[config.mk]
export PLATFORM = sky130hd
export DESIGN_NAME = sdt_discard_timer
export DESIGN_NICKNAME = d
export VERILOG_FILES = /design/src/sdt_pkg.sv /design/src/sdt_counter.sv /design/src/sdt_discard_timer.sv
export VERILOG_INCLUDE_DIRS = /design/src
export SDC_FILE = /design/constraint.sdc
export NUM_CORES = 1
export LEC_CHECK = 0
export ABC_CLOCK_PERIOD_IN_PS = 2300
export BUFFER_PORTS_ARGS = -buffer_cell sky130_fd_sc_hd__buf_2
export CELL_PAD_IN_SITES_DETAIL_PLACEMENT = 1
export CELL_PAD_IN_SITES_GLOBAL_PLACEMENT = 1
export CORE_MARGIN = 2
export CORE_UTILIZATION = 35
export DETAILED_ROUTE_END_ITERATION = 10
export GPL_TIMING_DRIVEN = 0
export MAX_ROUTING_LAYER = met4
export PLACE_DENSITY = 0.9
export SLEW_MARGIN = 20
export SYNTH_ARGS = -nofsm -noshare
export SYNTH_HDL_FRONTEND = slang
export SYNTH_SLANG_ARGS = --single-unit
[constraint.sdc]
create_clock -name clk_i -period 2.3 [get_ports clk_i]
set_input_delay 0.115 -clock clk_i [delete_from_list [all_inputs] [get_ports clk_i]]
set_output_delay 0.115 -clock clk_i [all_outputs]
set_load 0.02 [all_outputs]
[src/sdt_map.svh]
// offsets, field positions, reset values and timing counts of the discard timer block
`ifndef SDT_MAP_SVH
`define SDT_MAP_SVH
`define SDT_BRIDGE_EXT_CTRL_OFF 8'h3e
`define SDT_BRIDGE_EXT_CTRL_RST 16'h0000
`define SDT_RESERVED_UPPER_NIBBLE_HI 15
`define SDT_RESERVED_UPPER_NIBBLE_LO 12
`define SDT_ERR_EN_BIT 11
`define SDT_FLAG_BIT 10
`define SDT_SEL_BIT 9
`define SDT_PRI_BIT 8
`define SDT_LONG_EXP 15
`define SDT_SHORT_EXP 10
`define SDT_CNT_W 16
`define SDT_LONG_CYC 16'h8000
`define SDT_SHORT_CYC 16'h0400
`endif

[src/sdt_pkg.sv]
// types shared by the discard timer block
package sdt_pkg;
  typedef enum logic [1:0]
  {
    SDT_IDLE,
    SDT_COUNT,
    SDT_EXPIRE
  } sdt_state_t;
  typedef enum logic
  {
    SDT_SEV_NONFATAL,
    SDT_SEV_FATAL
  } sdt_sev_t;
endpackage : sdt_pkg

[src/sdt_counter.sv]
// discard timeout counter with selectable length
`include "sdt_map.svh"
module sdt_counter
(
  input wire logic clk_i,
  input wire logic nrst_i,
  input wire logic pci_tick_i,
  input wire logic run_i,
  input wire logic short_sel_i,
  output logic expired_o
);
  import sdt_pkg::*;
  logic [`SDT_CNT_W-1:0] cnt_r;
  logic [`SDT_CNT_W-1:0] cnt_nxt;
  logic [`SDT_CNT_W-1:0] limit;
  ////////////////////////////////////////////////////////////////////////
  // count pci clocks while running; clearing when idle restarts each wait
  always_comb
  begin
    limit = short_sel_i ? `SDT_SHORT_CYC : `SDT_LONG_CYC;
    cnt_nxt = cnt_r;
    if (!run_i)
    begin
      cnt_nxt = '0;
    end
    else if (pci_tick_i && cnt_r < limit)
    begin
      cnt_nxt = cnt_r + 16'h0001;
    end
  end
  always_ff @(posedge clk_i or negedge nrst_i)
  begin
    if (!nrst_i)
    begin
      cnt_r <= '0;
    end
    else
    begin
      cnt_r <= cnt_nxt;
    end
  end
  // a mid-wait shortening takes effect at once since compare is >=
  assign expired_o = run_i && (cnt_r >= limit);
endmodule : sdt_counter

[src/sdt_discard_timer.sv]
// bridge extension control upper byte and secondary discard timer
// Operation
// bits 15:12 reserved, read zero, writes ignored.
// enable bit set and timer expiry discards: send error message upstream; here sent only while conv_pci_mode_i is set.
// message severity nonfatal by default; fatal only with advanced reporting.
// enable clear: message only via advanced reporting with mask bit clear.
// expiry sets status flag; reads zero otherwise; software clears it.
// select bit zero gives 2^15 pci clocks, one gives 2^10.
// counter starts once delayed completion reaches downstream queue head.
// expiry before repeat deletes the delayed transaction and sets flag.
// secondary master repeats identical request before timeout or loses data.
// primary discard timer bit hardwired zero, ignores writes.
// repeat and delivery stops and resets counter; next completion restarts it.
`include "sdt_map.svh"
module sdt_discard_timer
(
  input wire logic clk_i,
  input wire logic nrst_i,
  input wire logic pci_tick_i,
  input wire logic cfg_wr_i,
  input wire logic cfg_rd_i,
  input wire logic [7:0] cfg_addr_i,
  input wire logic [1:0] cfg_be_i,
  input wire logic [15:0] cfg_wdata_i,
  output logic [15:0] cfg_rdata_o,
  input wire logic head_valid_i,
  input wire logic repeat_done_i,
  input wire logic conv_pci_mode_i,
  input wire logic aer_present_i,
  input wire logic aer_mask_i,
  input wire sdt_pkg::sdt_sev_t aer_sev_i,
  output logic discard_o,
  output logic err_msg_o,
  output sdt_pkg::sdt_sev_t err_sev_o
);
  import sdt_pkg::*;
  logic err_en_r;
  logic err_en_nxt;
  logic flag_r;
  logic flag_nxt;
  logic sel_r;
  logic sel_nxt;
  logic [15:0] rdata_r;
  logic [15:0] rdata_nxt;
  sdt_state_t state_r;
  sdt_state_t state_nxt;
  logic discard_r;
  logic discard_nxt;
  logic msg_r;
  logic msg_nxt;
  sdt_sev_t sev_r;
  sdt_sev_t sev_nxt;
  logic expired;
  logic hit;
  logic [15:0] reg_view;
  ////////////////////////////////////////////////////////////////////////
  // register view; reserved nibble and primary bit stay zero
  assign hit = (cfg_addr_i == `SDT_BRIDGE_EXT_CTRL_OFF);
  always_comb
  begin
    reg_view = 16'h0000;
    reg_view[`SDT_ERR_EN_BIT] = err_en_r;
    reg_view[`SDT_FLAG_BIT] = flag_r;
    reg_view[`SDT_SEL_BIT] = sel_r;
  end
  ////////////////////////////////////////////////////////////////////////
  // register writes and read data; only the upper byte lane matters here
  always_comb
  begin
    err_en_nxt = err_en_r;
    sel_nxt = sel_r;
    flag_nxt = flag_r;
    rdata_nxt = 16'h0000;
    if (hit && cfg_rd_i)
    begin
      rdata_nxt = reg_view;
    end
    if (hit && cfg_wr_i && cfg_be_i[1])
    begin
      err_en_nxt = cfg_wdata_i[`SDT_ERR_EN_BIT];
      sel_nxt = cfg_wdata_i[`SDT_SEL_BIT];
      if (cfg_wdata_i[`SDT_FLAG_BIT])
      begin
        flag_nxt = 1'b0;
      end
    end
    // set wins over a clear in the same cycle so no discard is lost
    if (state_r == SDT_EXPIRE)
    begin
      flag_nxt = 1'b1;
    end
  end
  always_ff @(posedge clk_i or negedge nrst_i)
  begin
    if (!nrst_i)
    begin
      err_en_r <= 1'b0;
      sel_r <= 1'b0;
      flag_r <= 1'b0;
      rdata_r <= `SDT_BRIDGE_EXT_CTRL_RST;
    end
    else
    begin
      err_en_r <= err_en_nxt;
      sel_r <= sel_nxt;
      flag_r <= flag_nxt;
      rdata_r <= rdata_nxt;
    end
  end
  assign cfg_rdata_o = rdata_r;
  ////////////////////////////////////////////////////////////////////////
  // wait for the initiator to repeat; counter only runs in SDT_COUNT
  sdt_counter i_sdt_counter
  (
    .clk_i(clk_i),
    .nrst_i(nrst_i),
    .pci_tick_i(pci_tick_i),
    .run_i(state_r == SDT_COUNT),
    .short_sel_i(sel_r),
    .expired_o(expired)
  );
  always_comb
  begin
    state_nxt = state_r;
    discard_nxt = 1'b0;
    msg_nxt = 1'b0;
    sev_nxt = sev_r;
    case (state_r)
      SDT_IDLE:
      begin
        if (head_valid_i)
        begin
          state_nxt = SDT_COUNT;
        end
      end
      SDT_COUNT:
      begin
        // a repeat in the expiry cycle still delivers: the data is in hand
        if (repeat_done_i)
        begin
          state_nxt = SDT_IDLE;
        end
        else if (expired)
        begin
          state_nxt = SDT_EXPIRE;
        end
      end
      SDT_EXPIRE:
      begin
        discard_nxt = 1'b1;
        state_nxt = SDT_IDLE;
        if (conv_pci_mode_i && (err_en_r || (aer_present_i && !aer_mask_i)))
        begin
          msg_nxt = 1'b1;
        end
        sev_nxt = aer_present_i ? aer_sev_i : SDT_SEV_NONFATAL;
      end
      default:
      begin
        state_nxt = SDT_IDLE;
      end
    endcase
  end
  always_ff @(posedge clk_i or negedge nrst_i)
  begin
    if (!nrst_i)
    begin
      state_r <= SDT_IDLE;
      discard_r <= 1'b0;
      msg_r <= 1'b0;
      sev_r <= SDT_SEV_NONFATAL;
    end
    else
    begin
      state_r <= state_nxt;
      discard_r <= discard_nxt;
      msg_r <= msg_nxt;
      sev_r <= sev_nxt;
    end
  end
  assign discard_o = discard_r;
  assign err_msg_o = msg_r;
  assign err_sev_o = sev_r;
  ////////////////////////////////////////////////////////////////////////
  // checks
  chk_reserved_upper_nibble_zero: assert property (@(posedge clk_i) disable iff (!nrst_i)
    $past(hit && cfg_rd_i) |-> cfg_rdata_o[15:12] == 4'h0 && !cfg_rdata_o[8])
    else $error("reserved or primary bit read nonzero");
  // watch the pin itself so a leak through the read mux shows up at any time
  chk_pri_zero: assert property (@(posedge clk_i) disable iff (!nrst_i)
    !cfg_rdata_o[`SDT_PRI_BIT])
    else $error("primary timer bit not zero");
  chk_msg_enabled: assert property (@(posedge clk_i) disable iff (!nrst_i)
    discard_o && $past(err_en_r) && $past(conv_pci_mode_i) |-> err_msg_o)
    else $error("enabled discard sent no message");
  chk_msg_gated: assert property (@(posedge clk_i) disable iff (!nrst_i)
    err_msg_o |-> discard_o && $past(err_en_r || (aer_present_i && !aer_mask_i)))
    else $error("message without enable");
  chk_sev_default: assert property (@(posedge clk_i) disable iff (!nrst_i)
    discard_o && !$past(aer_present_i) |-> err_sev_o == SDT_SEV_NONFATAL)
    else $error("fatal severity without advanced reporting");
  chk_flag_set: assert property (@(posedge clk_i) disable iff (!nrst_i)
    discard_o |-> flag_r)
    else $error("discard without status flag");
  chk_start_head: assert property (@(posedge clk_i) disable iff (!nrst_i)
    state_r == SDT_IDLE && !head_valid_i |=> state_r != SDT_COUNT)
    else $error("counter started without completion at head");
  chk_short_len: assert property (@(posedge clk_i) disable iff (!nrst_i)
    $rose(state_r == SDT_COUNT) && sel_r && pci_tick_i && !repeat_done_i
    ##1 (pci_tick_i && sel_r && !repeat_done_i)[*8] |-> !discard_o)
    else $error("short timeout fired too early");
  chk_repeat_stop: assert property (@(posedge clk_i) disable iff (!nrst_i)
    state_r == SDT_COUNT && repeat_done_i |=> state_r == SDT_IDLE ##1 !discard_o)
    else $error("repeat did not stop the timer");
  chk_expire_drop: assert property (@(posedge clk_i) disable iff (!nrst_i)
    state_r == SDT_COUNT && expired && !repeat_done_i |-> ##2 discard_o)
    else $error("expiry did not discard");
  cov_discard: cover property (@(posedge clk_i) disable iff (!nrst_i) discard_o);
  cov_msg: cover property (@(posedge clk_i) disable iff (!nrst_i) err_msg_o);
  cov_repeat: cover property (@(posedge clk_i) disable iff (!nrst_i)
    state_r == SDT_COUNT && repeat_done_i);
endmodule : sdt_discard_timer

# Yosys cells after proc, flatten, opt, wreduce, memory -nomap -nowiden
# Index checks and enable logic that the tools add are counted.
# Widths: inputs -> output; s select.
dict set report word_totals {
  ff_bits 40
  word_cells 47
}
dict set report op_classes {
  n_addsub 1
  n_lt_le_gt_ge 2
  eq_ne 6
  muxes 15
  reduce_logical 14
}
# cell n
set ops {}
lappend ops {{$mux 16} 3}
lappend ops {{$add 16x1->16 const B} 1}
lappend ops {{$ge 16x16->1} 1}
lappend ops {{$lt 16x16->1} 1}
lappend ops {{$mux 12} 1}
lappend ops {{$eq 8x6->1 const B} 1}
lappend ops {{$logic_and 1x1->1} 7}
lappend ops {{$mux 1} 7}
lappend ops {{$mux 2} 3}
lappend ops {{$ne 2x2->1 const B} 2}
lappend ops {{$pmux 2 s2} 1}
lappend ops {{$reduce_and 2->1} 2}
lappend ops {{$reduce_bool 2->1} 2}
lappend ops {{$ne 3x3->1 const B} 1}
lappend ops {{$eq 2x1->1 const B} 1}
lappend ops {{$eq 2x2->1 const B} 1}
lappend ops {{$logic_not 2->1} 1}
lappend ops {{$logic_not 1->1} 1}
lappend ops {{$logic_or 1x1->1} 1}

# Longest topological paths before layout
dict set report depth {
  depth_word 6
  ltp_mapped 8
  depth_no_buf 6
}

# Hierarchy
# Synthesis repeated with hierarchy kept, for this count alone.
dict set report unflattened {
  hier_cells 160
  area_unflattened_um2 1560.2
}
# module instances cells_per_inst area_each_um2 seq_area_each_um2
set by_module_without_submodules {}
lappend by_module_without_submodules {sdt_counter 1 108 997.2 400.4}
lappend by_module_without_submodules {sdt_discard_timer 1 52 563.0 275.3}

# Least setup slack after synthesis
# No wires, ideal clock.
dict set report synth_timing {
  path_kind {register to register}
  from {register i_sdt_counter.cnt_r[15]}
  to {register i_sdt_counter.cnt_r[12]}
  setup_time_ps 78
  arrival_time_ps 1713
  slack_ps 509
  path_stages_with_launch 7
  path_cell_list {dfrtp_1 -> ha_1 -> nor3b_1 -> a21oi_1 -> clkbuf_2 -> or4_1 -> a21oi_1}
}
dict set report synth_between {
  elab_chain_len 3
}
# item line_no
set synth_lines {}
lappend synth_lines {{from (decl)} sdt_counter.sv:13} ;# logic [`SDT_CNT_W-1:0] cnt_r;
lappend synth_lines {{from (signal assigned)} sdt_counter.sv:39} ;# cnt_r <= cnt_nxt;
lappend synth_lines {{$lt 16x16->1} sdt_counter.sv:26} ;# else if (pci_tick_i && cnt_r < limit)
lappend synth_lines {{$logic_and 1x1->1} sdt_counter.sv:26}
lappend synth_lines {{$ne 2x2->1 (no source line)} --}
# No other way between the ends.
# A chain may end at the register's enable or synchronous reset.

# Worst setup path after layout
dict set report layout_timing {
  from {register sel_r}
  to {register i_sdt_counter.cnt_r[9]}
}
dict set report layout_between {
  elab_chain_len 4
}
# item line_no
set layout_lines {}
lappend layout_lines {{from (decl)} sdt_discard_timer.sv:41} ;# logic sel_r;
lappend layout_lines {{from (signal assigned)} sdt_discard_timer.sv:105} ;# sel_r <= sel_nxt;
lappend layout_lines {{$mux 16 (no source line)} --}
lappend layout_lines {{$lt 16x16->1} sdt_counter.sv:26}
lappend layout_lines {{$logic_and 1x1->1} sdt_counter.sv:26}
lappend layout_lines {{$ne 2x2->1 (no source line)} --}
# No other way between the ends.

==> impl_metrics.toml <==
[outcome]
status = "complete, no violations"

[yosys]
netlist_area_um2 = 1490
synth_top_area_share = 0.455
synth_edf_count = 0
synthTopCellsByCount = "dfrtp_1, a21oi_1, buf_4, o21ai_0, nand2_1"
syn_inst = 158
syn_area_per_cell_um2 = 9.41
ys_top_cells_by_area = "dfrtp_1, buf_4, a21oi_1"
synth_warnings = 0
seq_area_frac_synth = 0.455
yosys_register_bits = 27
synth_ff_type = "dfrtp_1"
ys_async_sr_fraction = 1.00
synth_most_common_cell = "dfrtp_1"
yosysUniqueCellTypes = 39
yosys.area.top_type = "dfrtp_1"

[hold_path]
min_from = "repeat_done_i"
whs_path_depth = 2
hp-class = "input port to flip-flop"
whs_endpoint = "state_r[1]$_DFFE_PN0P_"

[grt]
grt_pass1_wl_um = 6550
antenna_found_initial = 0
gr-total-overflow = 0
grt_pass1_vias = 1342
grt_use_total = 0.175
grt_max_degree = 28

[sta]
finalHoldViolCount = 0
rsz0062_at_grt = "no"
tns_ns = 0
max_freq_mhz = 472
fin_hold_ws_ns = 0.00211
worstMarginPinSlew_ns = 0.802
max-slew-margin-rel = 0.451
finalSetupViolCount = 0
final.min_clock_period_ns = 2.12
fin_crit_sh = 0.921
skew_ns = 0.00256
slew_viol_final = 0

[placed_design]
dpl.hpwl_um = 2930
place.gp.congestion = 0.796
portBuffers = 28
placed_cells = 248

[setup_path]
critical_path.max_fanout = 10
cp-start-kind = "flip-flop"
rr_worst_depth = 6
crit_required_ns = 2.51
worstSetupEndpointType = "flip-flop"
cp.arrival_ns = 2.33
rrSetupSlack_ns = 0.18
setup.worst_path.class = "flip-flop to flip-flop"
r2r-end = "i_sdt_counter.cnt_r[9]$_DFFE_PN0P_"
worstReg2RegStart = "sel_r$_DFFE_PN0P_"

[die]
fp.dieW_um = 69.2
initial_core_util = 0.366
ios = 56
rows = 23
dieArea_um2 = 4780
die_h_um = 69.2
coreArea_um2 = 4060

[detailed_routing]
wl_um = 3860
drtAntennaViolNets = 0
via_count = 1318
dr.pass1.iters = 5
drt_iter0_markers = 56
avgViaCountPerCell = 5.23
avgRoutedWirePerCell_um = 15.3
drcViolationCount = 0

[clocking]
htree_levels = 1
cts.clk_slew.worst_paths_ns = 0.10
cts_buffers = 3
cts.repair.resized = 0
clock_latency_ns = 0.28
cts_max_path_buffers = 2
root_buffer = "clkbuf_8"
cts_tree = "yes"
cts.sinks = 27

[final_layout]
final_util = 0.440
drive_gt1_frac = 0.248
num-fill-cells = 488
finalNonFillerCells = 252
diodes = 0
final_nets = 244
syn_to_final_growth_pct = 20.0

[power]
power_density_nw_per_um2 = 520
cellLeakagePower_nw = 0.857
peakVddDrop_mv = 0.259
p_total_mw = 0.927

[flow_run]
maxCapViolCount = 0
sequential cells by signal, summed over array words and instances, names as in the netlist:
register             count
err_msg_o                1
i_sdt_counter.cnt_r     16
flag_r                   1
sel_r                    1
discard_o                1
err_en_r                 1
cfg_rdata_o              3
err_sev_o                1
state_r                  2
worst max path at each step:
stage               cells after the start                                start                                  end
finish                                  6                    sel_r$_DFFE_PN0P_   i_sdt_counter.cnt_r[9]$_DFFE_PN0P_
global route                            6  i_sdt_counter.cnt_r[10]$_DFFE_PN0P_               state_r[0]$_DFFE_PN0P_
CTS                                     8  i_sdt_counter.cnt_r[10]$_DFFE_PN0P_   i_sdt_counter.cnt_r[1]$_DFFE_PN0P_
detailed placement                      8  i_sdt_counter.cnt_r[10]$_DFFE_PN0P_   i_sdt_counter.cnt_r[1]$_DFFE_PN0P_
global placement                        8  i_sdt_counter.cnt_r[10]$_DFFE_PN0P_   i_sdt_counter.cnt_r[1]$_DFFE_PN0P_
floorplan                               6  i_sdt_counter.cnt_r[15]$_DFFE_PN0P_  i_sdt_counter.cnt_r[12]$_DFFE_PN0P_
routing by layer:
layer / vias up / routed length (µm) / track usage
li1: 637 / - / -
met1: 638 / 1650 / 0.209
met2: 32 / 1970 / 0.296
met3: 11 / 116 / 0.0160
met4: 0 / 120 / 0.0850
met5: - / 0 / -
kinds of logic (layout without fill, tap and decap cells):
logic type	count (synthesis)	in the layout	share of synthesized area
fa+ha+maj	4	4	0.0337
xor+xnor	1	1	0.00589
other cells	1	13	0.00252
compound gates	35	35	0.137
flops	27	27	0.455
buf+inv	26	58	0.102
simple gates	62	62	0.250
mux	2	2	0.0143
placed cells by master (no fill, tap or decap), drive strengths merged, types with 2 or more instances in the layout:
master and instances:
dfrtp 27, nor2b 2, nor4 3, ha 4, nor3 3, clkbuf 6
nand2b 2, o21ai 11, buf 44, nand2 10, conb 13, and4 3
o31ai 5, nand4 4, nand3 6, a21oi 14, or3 8, nor2 4
and3 4, inv 7, or4 6
worst max-delay path, cell delays in order (launching register included):
cell	delay [ns]
dfrtp_1	0.44
ha_1	0.35
nor3b_1	0.26
a21oi_1	0.10
clkbuf_2	0.21
or4_1	0.53
a21oi_1	0.15
cell type report:
class	instances	area [µm²]	area share
multi-input combinational	117	704	0.395
sequential	27	676	0.379
timing repair buffer	29	150	0.0842
buffer	18	120	0.0673
tap	50	62.6	0.0351
clock buffer	4	45.0	0.0252
inverter	7	26.3	0.0147
power by group:
part	leakage [nW]	internal, mW	switching [mW]
sequential	0.364	0.487	0.0121
clock	0.0228	0.125	0.157
combinational	0.470	0.0586	0.0881
total	0.857	0.670	0.257
per-stage QoR:
step / worst slack, ns / area, µm²
floorplan: 0.509 / 1530
global placement: 0.292 / 1730
detailed placement: 0.183 / 1730
CTS: 0.159 / 1790
global route: 0.0608 / 1780
finish: 0.182 / 1780
what timing repair did:
action,4_1_cts,5_1_grt
hold buffers,1,0
buffers inserted,0,0
endpoints found under the hold margin,27,0
setup endpoints to repair,0,1
Note: power is estimated with default switching activity, not from simulation.
